## src/hdl/gpio_port_map.vh

```
// Register indices, field positions and reset values of the port block.
`ifndef GPIO_PORT_MAP_VH
`define GPIO_PORT_MAP_VH

// Register indices; the Avalon word address equals the index.
`define IDX_PORT_F_PIN_LEVEL    7'h20
`define IDX_PORT_E_PIN_LEVEL    7'h21
`define IDX_PORT_E_DIRECTION    7'h22
`define IDX_PORT_E_OUTPUT_LATCH 7'h23
`define IDX_PORT_D_PIN_LEVEL    7'h30
`define IDX_PORT_D_DIRECTION    7'h31
`define IDX_PORT_D_OUTPUT_LATCH 7'h32
`define IDX_SPECIAL_FUNCTION    7'h40
`define IDX_PORT_F_DIRECTION    7'h61
`define IDX_PORT_F_OUTPUT_LATCH 7'h62
`define IDX_PORT_G_PIN_LEVEL    7'h63
`define IDX_PORT_G_DIRECTION    7'h64
`define IDX_PORT_G_OUTPUT_LATCH 7'h65

// Reset values of the writable registers.
`define RST_PORT_REG            8'h00
`define RST_SPECIAL_FUNCTION    8'h00

// Writable bit masks: port G keeps bits 4..0, the shared register 7, 3..0.
`define MASK_PORT_G             8'h1f
`define MASK_SPECIAL_FUNCTION   8'h8f

// Position of the global pull-up disable bit.
`define POS_PULLUP_DISABLE      2

// Answer of an unmapped or removed register.
`define READ_UNMAPPED           8'h00

`endif

```

## src/hdl/gpio_pin_sync.v

```verilog
// Two-flop synchroniser for a group of asynchronous pin levels.
module gpio_pin_sync #(
  parameter WIDTH = 8
) (
  input  wire             clk_i,
  input  wire             rst_n_i,
  input  wire [WIDTH-1:0] pin_i,
  output wire [WIDTH-1:0] level_o
);

  // First stage; only the second stage ever reads it.
  reg [WIDTH-1:0] meta_q;
  // Second stage; safe for the rest of the block.
  reg [WIDTH-1:0] level_q;

  // Both stages clear on reset so that simulation starts defined, even
  // though software must treat the pin level as undefined until sampled.
  always @(posedge clk_i) begin
    if (!rst_n_i) begin
      meta_q  <= {WIDTH{1'b0}};
      level_q <= {WIDTH{1'b0}};
    end else begin
      meta_q  <= pin_i;
      level_q <= meta_q;
    end
  end

  assign level_o = level_q;

endmodule // gpio_pin_sync

```

## src/hdl/gpio_pad_ctrl.v

```verilog
// Per-pin pad drive, output enable and pull-up control for one port.
module gpio_pad_ctrl #(
  parameter WIDTH = 8
) (
  input  wire             clk_i,
  input  wire             rst_n_i,
  input  wire [WIDTH-1:0] direction_i,
  input  wire [WIDTH-1:0] latch_i,
  input  wire             pullup_disable_i,
  input  wire             alt_en_i,
  input  wire [WIDTH-1:0] alt_value_i,
  input  wire [WIDTH-1:0] alt_drive_i,
  output wire [WIDTH-1:0] pad_out_o,
  output wire [WIDTH-1:0] pad_oe_n_o,
  output wire [WIDTH-1:0] pad_pullup_o
);

  reg [WIDTH-1:0] out_q;     // Level driven onto the pad.
  reg [WIDTH-1:0] oe_n_q;    // Low while the pad is driven.
  reg [WIDTH-1:0] pullup_q;  // High while the pull-up is on.

  genvar i;
  generate
    for (i = 0; i < WIDTH; i = i + 1) begin : g_pin
      // Each pin is registered so the pads see no decode glitches.
      always @(posedge clk_i) begin
        if (!rst_n_i) begin
          out_q[i]    <= 1'b0;
          oe_n_q[i]   <= 1'b1;
          pullup_q[i] <= 1'b0;
        end else if (alt_en_i) begin
          // Alternate function owns the pin; the pull-up stays off.
          out_q[i]    <= alt_value_i[i];
          oe_n_q[i]   <= ~alt_drive_i[i];
          pullup_q[i] <= 1'b0;
        end else begin
          out_q[i]    <= latch_i[i];
          oe_n_q[i]   <= ~direction_i[i];
          // Input with latch one gets the pull-up unless disabled.
          pullup_q[i] <= ~direction_i[i] & latch_i[i] & ~pullup_disable_i;
        end
      end
    end
  endgenerate

  assign pad_out_o    = out_q;
  assign pad_oe_n_o   = oe_n_q;
  assign pad_pullup_o = pullup_q;

endmodule // gpio_pad_ctrl

```

## src/hdl/gpio_ports_d_to_g.v

```verilog
// Register file and pad control of general-purpose ports D, E, F and G.
// Every bus access takes two cycles: waitrequest is high in the cycle the
// request appears and low in the next, at whose edge the write lands and
// the read data stand.
//
// The Avalon-MM register port was decided locally.

`include "gpio_port_map.vh"

module gpio_ports_d_to_g (
  input  wire        clk_i,
  input  wire        rst_n_i,
  // Avalon-MM slave, word addressed.
  input  wire [6:0]  avs_address_i,
  input  wire        avs_read_i,
  input  wire        avs_write_i,
  input  wire [31:0] avs_writedata_i,
  input  wire [3:0]  avs_byteenable_i,
  output wire [31:0] avs_readdata_o,
  output wire        avs_waitrequest_o,
  // Legacy compatibility fuse level, asynchronous.
  input  wire        legacy_mode_i,
  // Port G alternate functions used in legacy mode.
  input  wire [4:0]  port_g_alt_value_i,
  input  wire [4:0]  port_g_alt_drive_i,
  // Other bits of the shared register for neighbouring blocks.
  output wire [7:0]  special_function_o,
  // Pins of port D.
  input  wire [7:0]  port_d_pin_i,
  output wire [7:0]  port_d_out_o,
  output wire [7:0]  port_d_oe_n_o,
  output wire [7:0]  port_d_pullup_o,
  // Pins of port E.
  input  wire [7:0]  port_e_pin_i,
  output wire [7:0]  port_e_out_o,
  output wire [7:0]  port_e_oe_n_o,
  output wire [7:0]  port_e_pullup_o,
  // Pins of port F.
  input  wire [7:0]  port_f_pin_i,
  output wire [7:0]  port_f_out_o,
  output wire [7:0]  port_f_oe_n_o,
  output wire [7:0]  port_f_pullup_o,
  // Pins of port G.
  input  wire [4:0]  port_g_pin_i,
  output wire [4:0]  port_g_out_o,
  output wire [4:0]  port_g_oe_n_o,
  output wire [4:0]  port_g_pullup_o
);

  // Software-visible registers.
  reg  [7:0]  port_d_output_latch_q;
  reg  [7:0]  port_d_direction_q;
  reg  [7:0]  port_e_output_latch_q;
  reg  [7:0]  port_e_direction_q;
  reg  [7:0]  port_f_output_latch_q;
  reg  [7:0]  port_f_direction_q;
  reg  [7:0]  port_g_output_latch_q;
  reg  [7:0]  port_g_direction_q;
  reg  [7:0]  special_function_control_q;

  // Bus handshake state.
  reg         waitreq_q;     // High except in the answer cycle.
  reg  [31:0] readdata_q;    // Read data, stands in the answer cycle.
  reg  [7:0]  rd_d;          // Decoded read value.

  // Legacy fuse synchroniser; only legacy_q is read by logic.
  reg         legacy_meta_q;
  reg         legacy_q;

  // Synchronised pin levels.
  wire [7:0]  port_d_pin_level;
  wire [7:0]  port_e_pin_level;
  wire [7:0]  port_f_pin_level;
  wire [4:0]  port_g_pin_level;

  wire        req;           // A request is on the bus.
  wire        accept;        // The edge where the request completes.
  wire        wr_en;         // Write takes effect at this edge.
  wire [7:0]  wdata;         // Only the low byte lane carries data.
  wire        global_pullup_disable;           // Global pull-up disable.

  // Effective port F settings once legacy mode is applied.
  wire [7:0]  port_f_dir_eff;
  wire [7:0]  port_f_latch_eff;

  assign req    = avs_read_i | avs_write_i;
  assign accept = req & ~waitreq_q;
  // A write without lane 0 enabled carries nothing for these registers.
  assign wr_en  = avs_write_i & ~waitreq_q & avs_byteenable_i[0];
  assign wdata  = avs_writedata_i[7:0];
  assign global_pullup_disable    = special_function_control_q[`POS_PULLUP_DISABLE];

  // The fuse may change at any time relative to clk_i, so it passes two
  // flip-flops before steering the decode and pads.
  always @(posedge clk_i) begin
    if (!rst_n_i) begin
      legacy_meta_q <= 1'b0;
      legacy_q      <= 1'b0;
    end else begin
      legacy_meta_q <= legacy_mode_i;
      legacy_q      <= legacy_meta_q;
    end
  end

  // Handshake: drop waitrequest for one cycle after a request is seen.
  // The extra cycle costs throughput but keeps every output registered.
  always @(posedge clk_i) begin
    if (!rst_n_i) begin
      waitreq_q <= 1'b1;
    end else if (req && waitreq_q) begin
      waitreq_q <= 1'b0;
    end else begin
      waitreq_q <= 1'b1;
    end
  end

  // Read decode; removed and unmapped registers answer zero.
  always @* begin
    rd_d = `READ_UNMAPPED;
    case (avs_address_i)
      `IDX_PORT_D_OUTPUT_LATCH: rd_d = port_d_output_latch_q;
      `IDX_PORT_D_DIRECTION:    rd_d = port_d_direction_q;
      `IDX_PORT_D_PIN_LEVEL:    rd_d = port_d_pin_level;
      `IDX_PORT_E_OUTPUT_LATCH: rd_d = port_e_output_latch_q;
      `IDX_PORT_E_DIRECTION:    rd_d = port_e_direction_q;
      `IDX_PORT_E_PIN_LEVEL:    rd_d = port_e_pin_level;
      `IDX_PORT_F_OUTPUT_LATCH: begin
        // Hidden in legacy mode.
        rd_d = legacy_q ? `READ_UNMAPPED : port_f_output_latch_q;
      end
      `IDX_PORT_F_DIRECTION: begin
        rd_d = legacy_q ? `READ_UNMAPPED : port_f_direction_q;
      end
      `IDX_PORT_F_PIN_LEVEL: begin
        // Port F stays readable as digital inputs in legacy mode.
        rd_d = port_f_pin_level;
      end
      `IDX_PORT_G_OUTPUT_LATCH: begin
        // Reserved high bits hold zero, so they read zero.
        rd_d = legacy_q ? `READ_UNMAPPED : port_g_output_latch_q;
      end
      `IDX_PORT_G_DIRECTION: begin
        rd_d = legacy_q ? `READ_UNMAPPED : port_g_direction_q;
      end
      `IDX_PORT_G_PIN_LEVEL: begin
        // Bits 7..5 read zero.
        rd_d = legacy_q ? `READ_UNMAPPED : {3'h0, port_g_pin_level};
      end
      `IDX_SPECIAL_FUNCTION:    rd_d = special_function_control_q;
      default:                  rd_d = `READ_UNMAPPED;
    endcase
  end

  // Read data are captured as waitrequest falls and held until the next
  // read, so they stand at the edge where the master samples them.
  always @(posedge clk_i) begin
    if (!rst_n_i) begin
      readdata_q <= 32'h00000000;
    end else if (avs_read_i && waitreq_q) begin
      readdata_q <= {24'h000000, rd_d};
    end
  end

  // Port D and E registers: plain read/write bytes.
  always @(posedge clk_i) begin
    if (!rst_n_i) begin
      port_d_output_latch_q <= `RST_PORT_REG;
      port_d_direction_q    <= `RST_PORT_REG;
      port_e_output_latch_q <= `RST_PORT_REG;
      port_e_direction_q    <= `RST_PORT_REG;
    end else if (wr_en) begin
      case (avs_address_i)
        `IDX_PORT_D_OUTPUT_LATCH: begin
          port_d_output_latch_q <= wdata;
        end
        `IDX_PORT_D_DIRECTION: begin
          port_d_direction_q <= wdata;
        end
        `IDX_PORT_E_OUTPUT_LATCH: begin
          port_e_output_latch_q <= wdata;
        end
        `IDX_PORT_E_DIRECTION: begin
          port_e_direction_q <= wdata;
        end
        default: ;  // Writes elsewhere, as to pin levels, are dropped.
      endcase
    end
  end

  // Port F and G registers; in legacy mode they do not exist, so writes
  // are dropped and the stored values stay as they were.
  always @(posedge clk_i) begin
    if (!rst_n_i) begin
      port_f_output_latch_q <= `RST_PORT_REG;
      port_f_direction_q    <= `RST_PORT_REG;
      port_g_output_latch_q <= `RST_PORT_REG;
      port_g_direction_q    <= `RST_PORT_REG;
    end else if (wr_en && !legacy_q) begin
      case (avs_address_i)
        `IDX_PORT_F_OUTPUT_LATCH: begin
          port_f_output_latch_q <= wdata;
        end
        `IDX_PORT_F_DIRECTION: begin
          port_f_direction_q <= wdata;
        end
        `IDX_PORT_G_OUTPUT_LATCH: begin
          // Reserved bits ignore the write.
          port_g_output_latch_q <= wdata & `MASK_PORT_G;
        end
        `IDX_PORT_G_DIRECTION: begin
          port_g_direction_q <= wdata & `MASK_PORT_G;
        end
        default: ;  // Nothing else lives in this group.
      endcase
    end
  end

  // Shared special-function register; bits 6..4 stay zero.
  always @(posedge clk_i) begin
    if (!rst_n_i) begin
      special_function_control_q <= `RST_SPECIAL_FUNCTION;
    end else if (wr_en && avs_address_i == `IDX_SPECIAL_FUNCTION) begin
      special_function_control_q <= wdata & `MASK_SPECIAL_FUNCTION;
    end
  end

  // In legacy mode port F acts as input only with no pull-up.
  assign port_f_dir_eff   = legacy_q ? 8'h00 : port_f_direction_q;
  assign port_f_latch_eff = legacy_q ? 8'h00 : port_f_output_latch_q;

  // Pin samplers; the level registers read back these second stages.
  gpio_pin_sync #(.WIDTH(8)) u_sync_d (
    .clk_i   (clk_i),
    .rst_n_i (rst_n_i),
    .pin_i   (port_d_pin_i),
    .level_o (port_d_pin_level)
  );

  gpio_pin_sync #(.WIDTH(8)) u_sync_e (
    .clk_i   (clk_i),
    .rst_n_i (rst_n_i),
    .pin_i   (port_e_pin_i),
    .level_o (port_e_pin_level)
  );

  gpio_pin_sync #(.WIDTH(8)) u_sync_f (
    .clk_i   (clk_i),
    .rst_n_i (rst_n_i),
    .pin_i   (port_f_pin_i),
    .level_o (port_f_pin_level)
  );

  gpio_pin_sync #(.WIDTH(5)) u_sync_g (
    .clk_i   (clk_i),
    .rst_n_i (rst_n_i),
    .pin_i   (port_g_pin_i),
    .level_o (port_g_pin_level)
  );

  // Pad control; pull-up gating lives inside each instance.
  gpio_pad_ctrl #(.WIDTH(8)) u_pad_d (
    .clk_i            (clk_i),
    .rst_n_i          (rst_n_i),
    .direction_i      (port_d_direction_q),
    .latch_i          (port_d_output_latch_q),
    .pullup_disable_i (global_pullup_disable),
    .alt_en_i         (1'b0),
    .alt_value_i      (8'h00),
    .alt_drive_i      (8'h00),
    .pad_out_o        (port_d_out_o),
    .pad_oe_n_o       (port_d_oe_n_o),
    .pad_pullup_o     (port_d_pullup_o)
  );

  gpio_pad_ctrl #(.WIDTH(8)) u_pad_e (
    .clk_i            (clk_i),
    .rst_n_i          (rst_n_i),
    .direction_i      (port_e_direction_q),
    .latch_i          (port_e_output_latch_q),
    .pullup_disable_i (global_pullup_disable),
    .alt_en_i         (1'b0),
    .alt_value_i      (8'h00),
    .alt_drive_i      (8'h00),
    .pad_out_o        (port_e_out_o),
    .pad_oe_n_o       (port_e_oe_n_o),
    .pad_pullup_o     (port_e_pullup_o)
  );

  gpio_pad_ctrl #(.WIDTH(8)) u_pad_f (
    .clk_i            (clk_i),
    .rst_n_i          (rst_n_i),
    .direction_i      (port_f_dir_eff),
    .latch_i          (port_f_latch_eff),
    .pullup_disable_i (global_pullup_disable),
    .alt_en_i         (1'b0),
    .alt_value_i      (8'h00),
    .alt_drive_i      (8'h00),
    .pad_out_o        (port_f_out_o),
    .pad_oe_n_o       (port_f_oe_n_o),
    .pad_pullup_o     (port_f_pullup_o)
  );

  // In legacy mode port G hands its pins to the alternate functions.
  gpio_pad_ctrl #(.WIDTH(5)) u_pad_g (
    .clk_i            (clk_i),
    .rst_n_i          (rst_n_i),
    .direction_i      (port_g_direction_q[4:0]),
    .latch_i          (port_g_output_latch_q[4:0]),
    .pullup_disable_i (global_pullup_disable),
    .alt_en_i         (legacy_q),
    .alt_value_i      (port_g_alt_value_i),
    .alt_drive_i      (port_g_alt_drive_i),
    .pad_out_o        (port_g_out_o),
    .pad_oe_n_o       (port_g_oe_n_o),
    .pad_pullup_o     (port_g_pullup_o)
  );

  assign avs_readdata_o     = readdata_q;
  assign avs_waitrequest_o  = waitreq_q;
  assign special_function_o = special_function_control_q;

endmodule // gpio_ports_d_to_g

```

## config.mk

```make
export PLATFORM = sky130hd
export DESIGN_NAME = gpio_ports_d_to_g
export DESIGN_NICKNAME = d
export VERILOG_FILES = /design/src/hdl/gpio_pin_sync.v /design/src/hdl/gpio_pad_ctrl.v /design/src/hdl/gpio_ports_d_to_g.v
export VERILOG_INCLUDE_DIRS = /design/src /design/src/hdl
export SDC_FILE = /design/constraint.sdc
export NUM_CORES = 1
export LEC_CHECK = 0
export ABC_AREA = 1
export BUFFER_PORTS_ARGS = -buffer_cell sky130_fd_sc_hd__buf_2
export CORE_AREA = 2 2 122 124
export DETAILED_ROUTE_END_ITERATION = 7
export DIE_AREA = 0 0 124 126
export PLACE_DENSITY_LB_ADDON = 0.08
export SETUP_SLACK_MARGIN = 0.3
export SYNTH_ARGS = -nofsm -noshare
export SYNTH_HDL_FRONTEND = slang
export SYNTH_SLANG_ARGS = --single-unit
```

## constraint.sdc

```tcl
create_clock -name clk_i -period 3 [get_ports clk_i]
set_clock_uncertainty 0.05 [all_clocks]
set_input_delay 0.15 -clock clk_i [delete_from_list [all_inputs] [get_ports clk_i]]
set_output_delay 0.15 -clock clk_i [all_outputs]
set_load 0.01 [all_outputs]
```

---- Word level (Yosys, flattened, before mapping) ----
Index checks and enable logic that the tools add are counted.
storage, ports and cells
  output and inout port bits .............. 128
  register bits ........................... 219
operators by class
  eq/ne operators ......................... 13
  mux-type cells .......................... 17
  reductions and logical operators ........ 14
  bitwise gates (word level) .............. 98
operators with widths
  operator                                       number
  one-hot mux 8 bit (13 select lines)            1
  bitwise AND 1 bit                              60
  == test 7 x 6 -> 1 bit, second input constant  7
  == test 7 bit, second input constant           6
  NOT 1 bit                                      37
  2-to-1 mux 8 bit                               2
  AND reduction 2 bit                            8
  2-to-1 mux 5 bit                               3
  2-to-1 mux 1 bit                               11
  logical AND 1 bit                              4
  OR reduction 2 bit                             1
  zero test 1 bit                                1
  bitwise OR 1 bit                               1

---- Logic depth before layout (Yosys ltp) ----
Gate-level depths: netlist of run 1.
  word-level depth ........................ 5
  gate-level depth with buffers ........... 12
  mapped depth without buffers ............ 11

---- Cells and area by module ----
A second synthesis of run 1 with hierarchy kept.
unflattened totals
  cells, all modules ...................... 1251
  area total of the unflattened synthesis .. 8946.1 um^2
by module, submodules not included
  module                        area an instance (um^2)  instances  cells an instance  sequential area each (um^2)
  gpio_ports_d_to_g             3852.4                   1          601                1481.4
  gpio_pad_ctrl (u_pad_d ...)   922.1                    3          129                480.5
  gpio_pin_sync (u_sync_d ...)  484.2                    3          50                 320.3
  gpio_pad_ctrl (u_pad_g)       588.1                    1          82                 300.3
  gpio_pin_sync (u_sync_g)      286.5                    1          31                 200.2

---- Worst setup path before layout of run 1 ----
Ideal clock, no wire load.
  path type ............................... register to register
  start ................................... register waitreq_q, in the netlist avs_waitrequest_o
  end ..................................... register port_e_direction_q[3]
  setup time .............................. 0.070 ns
  data arrival time ....................... 1.253 ns
  cell stages (with the launch flop) ...... 8
  setup slack ............................. 1.627 ns
  path through ............................ dfxtp_1 inv_1 nand3_1 inv_1 buf_2 clkbuf_1 nand3_1 a21oi_1
on the way
  longest elaborated chain between the ends .. 4
RTL lines
  element                               RTL line                 RTL
  start, declared                       gpio_ports_d_to_g.v:62   reg waitreq_q;
  start signal, assigned                gpio_ports_d_to_g.v:109  waitreq_q <= 1'b1;
  start signal, assigned                gpio_ports_d_to_g.v:111  waitreq_q <= 1'b0;
  start signal, assigned                gpio_ports_d_to_g.v:113  waitreq_q <= 1'b1;
  NOT 1 bit                             gpio_ports_d_to_g.v:89   assign wr_en = avs_write_i & ~waitreq_q & avs_byteenable_i[0];
  bitwise AND 1 bit (2 in a row)        gpio_ports_d_to_g.v:89
  AND reduction 2 bit (no source line)  --
  end signal, assigned                  gpio_ports_d_to_g.v:170  port_e_direction_q <= `RST_PORT_REG;
  end signal, assigned                  gpio_ports_d_to_g.v:183  port_e_direction_q <= wdata;
  end, declared                         gpio_ports_d_to_g.v:54   reg [7:0] port_e_direction_q;
Every way passes these cells.
A chain may end at the register's enable or synchronous reset.

---- Final worst setup path of run 1 ----
  start ................................... register legacy_q
  end ..................................... register readdata_q[3], in the netlist avs_readdata_o[3]
on the way
  longest elaborated chain between the ends .. 2
  elaborated cells between the ends (all ways) .. 6
RTL lines
  element                                         RTL line                 RTL
  start, declared                                 gpio_ports_d_to_g.v:68   reg legacy_q;
  start signal, assigned                          gpio_ports_d_to_g.v:101  legacy_q <= legacy_meta_q;
  2-to-1 mux 5 bit, or another cell as far along  gpio_ports_d_to_g.v:147  rd_d = legacy_q ? `READ_UNMAPPED : {3'h0, port_g_pin_level};
  one-hot mux 8 bit (13 select lines) (*)         gpio_ports_d_to_g.v:120  case (avs_address_i)
  end signal, assigned                            gpio_ports_d_to_g.v:160  readdata_q <= {24'h000000, rd_d};
  end, declared                                   gpio_ports_d_to_g.v:63   reg [31:0] readdata_q;
Every way passes the cells marked *; elsewhere a longest branch is shown, timed or not.

==> reports/metrics.yaml, run 1 <==
syn_avg_cell_area_um2: 7.77
drt_iter0_drc: 643
sw_frac_of_total_pct: 21.2
drt_first_pass_iters: 5
vias: 6944
cts_root_buf: "clkbuf_16"
drc: 0
yosysUniqueCellTypes: 26
crit_path_frequent_cell: "nand2_1"
antenna_cells: 0
power.leakage_nw: 4.90
placed_cells: 1321
cts_max_path_buffers: 3
p_clk_share_pct: 45.1
pwr-share-comb_pct: 4.8
max_freq_mhz: 503
cts_setup_buffers: 0
crit_slowest_cell: "inv_1"
boundaryPins: 215
slew_headroom_pct: 47.7
finalMaxSlewViolations: 0
layout.nets: 1295
grt_max_degree: 78
p_int_mw: 4.66
hp-class: "primary input to flop"
routabilityCongestion: 0.898
grt_pass1_vias: 6324
fin_crit_sh_pct: 66.3
multiInputGateArea_um2: 2660
slowest_delay_ns: 0.52
worst_slew_pin_slew_ns: 0.781
htree_levels: 1
async_flop_share_pct: 0
place.detailed.hpwl_um: 14100
n_fill_cell: 1227
io_buffers: 160
clk_latency_ns: 0.50
cts_tree: "done"
period_needed_ns: 1.99
totalNegativeSetupSlack_ns: 0
synth-edff-count: 0
cts_resized: 0
die_width_um: 124
syn_area_um2: 7890
vias_per_cell: 4.94
ys.flop_type: "dfxtp_1"
irDropWorstVdd_uv: 408
switchingPower_mw: 1.26
p_per_area_nw_per_um2: 600
wire_per_inst_um: 14.8
fp-row-count: 44
ys_seq_area_share_pct: 55.5
synth_cells: 1016
path_class: "flop to flop"
antenna_found_initial: 0
hold_viol_final: 0
wl_um: 20800
grt_pass1_wl_um: 32200
core_um2: 14300
required_ns: 3.38
drive_above_1_share_pct: 17.5
holdWs_ns: 0.0282
pwr-share-seq_pct: 50.1
grt_setup_unrepaired: "false"
detail-route-antenna-nets: 0
fin_cells: 1406
grt_overflow: 0
regArea_um2: 4380
yosysWarnings: 0
end_kind: "flop"
report.final.setup_viol: 0
syn_to_final_growth_pct: 24.9
cp-start-kind: "flop"
worst-path-buf-inv: 1
initial_utilization_pct: 55.1
cp_cell_sequence: "inv_1 > nand2_1 > o21ai_0 > nor2_1 > nand2_1 > nand2_1 > a21oi_1"
clkTransAtPathRegs_ns: 0.07
synth-seq-cells: 219
cts_made_buffers: 21
cap_viol_max_count: 0
outcome: "finished clean"
grtUsageTotal_pct: 26.4
crit_family: "compound AO/OA/AOI/OAI gates"
clock-sinks: 219
die_height_um: 126
critPathMaxFanout: 24
crit_arrival_ns: 2.37
dieArea_um2: 15600
==> worst min-delay path, delay by kind of cell <==
family	cells	cell delay (ns)
buffers and inverters	1	0.20
AND/OR/NAND/NOR	2	0.18
==> repair_timing <==
action / CTS / global route
setup endpoints to repair: 0 / 0
hold endpoints to repair: 57 / 0
hold buffers: 48 / 0
==> metal layers <==
metal | part of all wire (%) | up-vias | GRT usage, %
li1 | - | 3480 | -
met1 | 43 | 3112 | 35.3
met2 | 46 | 306 | 43.2
met3 | 8.7 | 46 | 5.21
met4 | 2.5 | 0 | 7.87
met5 | 0 | - | 0
==> cell usage in the layout (no fill, tap or decap) <==
master,synthesis,layout
clkinv_4,0,1
nor2_1,82,82
conb_1,1,27
nor2_4,2,2
or2_2,1,1
nand4_1,4,4
and3_1,1,1
nand2_2,1,1
nor3_1,20,20
clkinv_2,0,3
clkinv_1,1,1
clkbuf_1,23,6
inv_2,5,5
nor4_1,10,10
bufinv_16,0,3
nor2_2,5,5
buf_12,0,1
buf_2,8,159
dlygate4sd3_1,0,48
clkbuf_16,0,21
inv_1,135,135
nand3_2,1,1
nand3_1,75,75
o21ai_0,46,46
clkbuf_8,0,2
o211ai_1,6,6
clkinvlp_4,0,1
buf_4,32,8
nand2_1,258,258
nand3b_1,4,4
dfxtp_1,219,219
a21oi_1,66,66
==> layout make-up <==
type,count,area share (%)
clock buffer,29,5.84
clock inverter,8,1.23
multi-input combinational,609,27.0
inverter,141,5.37
timing repair buffer,216,13.8
tap,184,2.34
sequential,219,44.5
==> Yosys cell counts (2+ instances only) <==
| master | number | area share, % |
|---|---|---|
| nor4_1 | 10 | 0.79 |
| buf_2 | 8 | 0.51 |
| buf_6 | 2 | 0.29 |
| nand2_1 | 258 | 12 |
| clkbuf_1 | 23 | 1.1 |
| nor2_4 | 2 | 0.29 |
| inv_2 | 5 | 0.24 |
| o211ai_1 | 6 | 0.57 |
| a21oi_1 | 66 | 4.2 |
| inv_1 | 135 | 6.4 |
| nor2_2 | 5 | 0.40 |
| nor3_1 | 20 | 1.3 |
| nand3b_1 | 4 | 0.38 |
| buf_1 | 8 | 0.38 |
| nand4_1 | 4 | 0.32 |
| o21ai_0 | 46 | 2.9 |
| nor2_1 | 82 | 3.9 |
| nand3_1 | 75 | 4.8 |
| buf_4 | 32 | 3.0 |
| dfxtp_1 | 219 | 56 |
==> final timing paths <==
check | start | to | slack (ns) | cells after the start
setup reg to reg | legacy_q$_SDFF_PN0_ | avs_readdata_o[3]$_SDFFE_PN0P_ | 1.01 | 7
setup / recovery | legacy_q$_SDFF_PN0_ | avs_readdata_o[3]$_SDFFE_PN0P_ | 1.01 | 7
hold / removal | avs_writedata_i[2] | port_g_output_latch_q[2]$_SDFFE_PN0P_ | 0.03 | 3
hold reg to reg | port_f_direction_q[1]$_SDFFE_PN0P_ | u_pad_f.pad_oe_n_o[1]$_SDFF_PN1_ | 0.34 | 1
==> logic make-up after synthesis <==
kind of cell | count (synthesis) | share of synthesized area (%)
and+or+nand+nor | 464 | 24.7
DFF | 219 | 55.5
buffers and inverters | 214 | 12.0
AOI/OAI and AO/OA | 118 | 7.67
other | 1 | 0.0475
==> power groups by stage <==
stage / sequential, mW / clock, mW / combinational, mW
6_report: 2.96 / 2.67 / 0.284
3_5_place_dp: 3.03 / 0 / 0.228
3_3_place_gp: 3.03 / 0 / 0.227
4_1_cts: 2.96 / 2.70 / 0.277
2_1_floorplan: 3.03 / 0 / 0.163
5_1_grt: 2.96 / 2.85 / 0.314
==> metrics by stage <==
| stage | setup WS (ns) | instance area, µm² | utilization, % | total power [mW] |
|---|---|---|---|---|
| 5_1_grt | 0.835 | 9860 | 68.9 | 6.12 |
| 2_1_floorplan | 1.63 | 7990 | - | 3.19 |
| 3_3_place_gp | 0.791 | 8680 | 60.6 | 3.25 |
| 6_report | 1.01 | 9860 | 68.9 | 5.92 |
| 4_1_cts | 1.08 | 9860 | 68.9 | 5.94 |
| 3_5_place_dp | 0.711 | 8680 | 60.6 | 3.26 |
(Power assumes the default switching activity.)
==> run 2, diff against run 1 <==
--- a/config.mk
+++ b/config.mk
@@ -8,9 +8,9 @@
 export LEC_CHECK = 0
 export ABC_AREA = 1
 export BUFFER_PORTS_ARGS = -buffer_cell sky130_fd_sc_hd__buf_2
-export CORE_AREA = 2 2 122 124
+export CORE_AREA = 2 2 133 135
 export DETAILED_ROUTE_END_ITERATION = 7
-export DIE_AREA = 0 0 124 126
+export DIE_AREA = 0 0 135 137
 export PLACE_DENSITY_LB_ADDON = 0.08
 export SETUP_SLACK_MARGIN = 0.3
 export SYNTH_ARGS = -nofsm -noshare
==> constraint.sdc (replaced) <==
create_clock -name clk_i -period 1.6 [get_ports clk_i]
set_clock_uncertainty 0.05 [all_clocks]
set_input_delay 0.08 -clock clk_i [delete_from_list [all_inputs] [get_ports clk_i]]
set_output_delay 0.08 -clock clk_i [all_outputs]
set_load 0.01 [all_outputs]
==> run 2 against run 1 <==
Global-route usage is 2.4 points lower. Critical path type unchanged. Clock-buffer cell count is 2 higher. Flip-flop and latch count stayed put.
==> reports/metrics.yaml, run 2 (synthesis results as in run 1) <==
regArea_um2: 4390  # was 4380 µm²
critPathMaxFanout: 6  # was 24
min_from: "rst_n_i"  # was avs_writedata_i[2]
crit_slowest_cell: "dfxtp_4"  # was inv_1
grt_overflow: 0  # unchanged
grt_pass1_vias: 6555  # was 6324
drt_iter0_drc: 662  # was 643
layout_commonest_cell: "nand2_1"  # unchanged
required_ns: 1.93  # was 3.38 ns
postPlaceCellArea_um2: 9010  # was 8680 µm²
clkTransAtPathRegs_ns: 0.06  # was 0.07 ns
path_class: "flop to flop"  # unchanged
core_um2: 17100  # was 14300 µm²
vias_per_cell: 4.77  # was 4.94
vias: 7123  # was 6944
detail-route-antenna-nets: 0  # unchanged
drc: 0  # unchanged
worst-path-buf-inv: 2  # was 1
syn_to_final_growth_pct: 34.8  # was 24.9%
reg2reg_slack_ns: 0.09  # was 1.01 ns
totalNegativeSetupSlack_ns: 0  # unchanged
die_width_um: 135  # was 124 µm
place.detailed.hpwl_um: 15800  # was 14100 µm
cts_root_buf: "clkbuf_16"  # unchanged
fin_crit_sh_pct: 94.2  # was 66.3%
boundaryPins: 215  # unchanged
dieArea_um2: 18500  # was 15600 µm²
final_cell_mix: "nand2_1, dfxtp_1, buf_2"  # unchanged
slowest_delay_ns: 0.38  # was 0.52 ns
grtUsageTotal_pct: 24.0  # was 26.4%
report.final.setup_viol: 0  # unchanged
multiInputGateArea_um2: 2860  # was 2660 µm²
power.total_mw: 11.7  # was 5.92 mW
outcome: "finished clean"  # unchanged
die_height_um: 137  # was 126 µm
routabilityCongestion: 0.924  # was 0.898
clock-sinks: 219  # unchanged
crit_arrival_ns: 1.83  # was 2.37 ns
irDropWorstVdd_uv: 678  # was 408 µV
crit_path_start: "legacy_q$_SDFF_PN0_"  # unchanged
final_core_util_pct: 62.4  # was 68.9%
n_fill_cell: 1548  # was 1227
final_area_um2: 10600  # was 9860 µm²
antenna_found_initial: 2  # was 0
cts_tree: "done"  # unchanged
htree_levels: 1  # unchanged
fp-row-count: 48  # was 44
io_buffers: 160  # unchanged
cp_cell_sequence: "clkinvlp_4 > buf_6 > nand4_1 > nand2_1 > nor2_1 > nand3_1 > nand2_1 > a21oi_1"  # was inv_1 > nand2_1 > o21ai_0 > nor2_1 > nand2_1 > nand2_1 > a21oi_1
cap_viol_max_count: 0  # unchanged
crit_family: "simple AND/OR/NAND/NOR gates"  # was compound AO/OA/AOI/OAI gates
grt_max_degree: 66  # was 78
max_freq_mhz: 664  # was 503 MHz
drive_above_1_share_pct: 24.1  # was 17.5%
cts_max_path_buffers: 3  # unchanged
layout.nets: 1340  # was 1295
rr_worst_depth: 8  # was 7
initial_utilization_pct: 46.3  # was 55.1%
grt_setup_unrepaired: "true"  # was false
drt_first_pass_iters: 5  # unchanged
crit_path_frequent_cell: "nand2_1"  # unchanged
cts_made_buffers: 22  # was 21
crit-reg2reg-capture: "avs_readdata_o[4]$_SDFFE_PN0P_"  # was avs_readdata_o[3]$_SDFFE_PN0P_
period_needed_ns: 1.51  # was 1.99 ns
end_kind: "flop"  # unchanged
rr_startpoint: "legacy_q$_SDFF_PN0_"  # unchanged
p_per_area_nw_per_um2: 1100  # was 600 nW/µm²
hp-class: "primary input to flop"  # unchanged
grt_pass1_wl_um: 34200  # was 32200 µm
power.leakage_nw: 5.25  # was 4.90 nW
clk_latency_ns: 0.50  # about the same
worstSetupEndpoint: "avs_readdata_o[4]$_SDFFE_PN0P_"  # was avs_readdata_o[3]$_SDFFE_PN0P_
path_depth: 8  # was 7
wire_per_inst_um: 15.3  # was 14.8 µm
finalMaxSlewViolations: 0  # unchanged
cp-start-kind: "flop"  # unchanged
hold_viol_final: 0  # unchanged
wl_um: 22800  # was 20800 µm
[run 2: worst reg2reg max path: stages (launching register included)]
cell and delay, ns:
dfxtp_4 0.38, clkinvlp_4 0.22, buf_6 0.20, nand4_1 0.12, nand2_1 0.07, nor2_1 0.10, nand3_1 0.10, nand2_1 0.09
a21oi_1 0.06
[run 2: power by group]
group / total [mW] / internal (mW) / switching, mW
registers: 5.56 / 5.53 / 0.0240
clock network: 5.48 / 3.39 / 2.09
logic: 0.644 / 0.263 / 0.380
total: 11.7 / 9.18 / 2.50
[run 2: final cells by class]
type / count / area share (%)
diodes: 1 / 0.0235
clock buffers: 31 / 5.88
clock inverters: 8 / 1.42
inverters: 141 / 5.17
multi-input cells: 609 / 26.9
flip-flops and latches: 219 / 41.2
well taps: 225 / 2.64
repair buffers: 258 / 16.6
repair inverters: 2 / 0.141
[run 2: worst min-delay path by stage]
stage | to | slack (ns) | cells past startpoint
2_1_floorplan | legacy_meta_q$_SDFF_PN0_ | 0.13 | 2
3_3_place_gp | u_sync_f.meta_q[2]$_SDFF_PN0_ | 0.21 | 3
3_5_place_dp | u_sync_e.meta_q[4]$_SDFF_PN0_ | 0.21 | 3
4_1_cts | port_f_direction_q[2]$_SDFFE_PN0P_ | -0.18 | 3
5_1_grt | u_pad_g.pad_oe_n_o[4]$_SDFF_PN1_ | 0.04 | 3
6_report | u_pad_g.pad_oe_n_o[4]$_SDFF_PN1_ | 0.01 | 3
[run 2: per-stage QoR]
| step | hold WS, ns | std cells | setup slack [ns] |
|---|---|---|---|
| floorplan | 0.128 | 1042 | 0.282 |
| global placement | 0.210 | 1394 | -0.0354 |
| detailed placement | 0.213 | 1394 | -0.0573 |
| CTS | -0.180 | 1489 | 0.149 |
| global route | 0.0359 | 1494 | -0.00155 |
| finish | 0.0115 | 1494 | 0.0932 |
[run 2: timing repair]
action	in CTS	in global routing
buffers inserted	3	2
hold buffers	50	2
endpoints found under the hold margin	100	2
setup endpoints to repair	65	60
resized for setup	37	59
gates cloned	3	0
pin swaps	8	22
[run 2: routing by layer]
layer	GRT usage, %	wire, µm	up-vias
met5	0	13	-
met4	9.66	788	2
met3	4.96	1740	57
met2	38.3	10200	268
met1	31.9	10100	3213
li1	-	-	3583
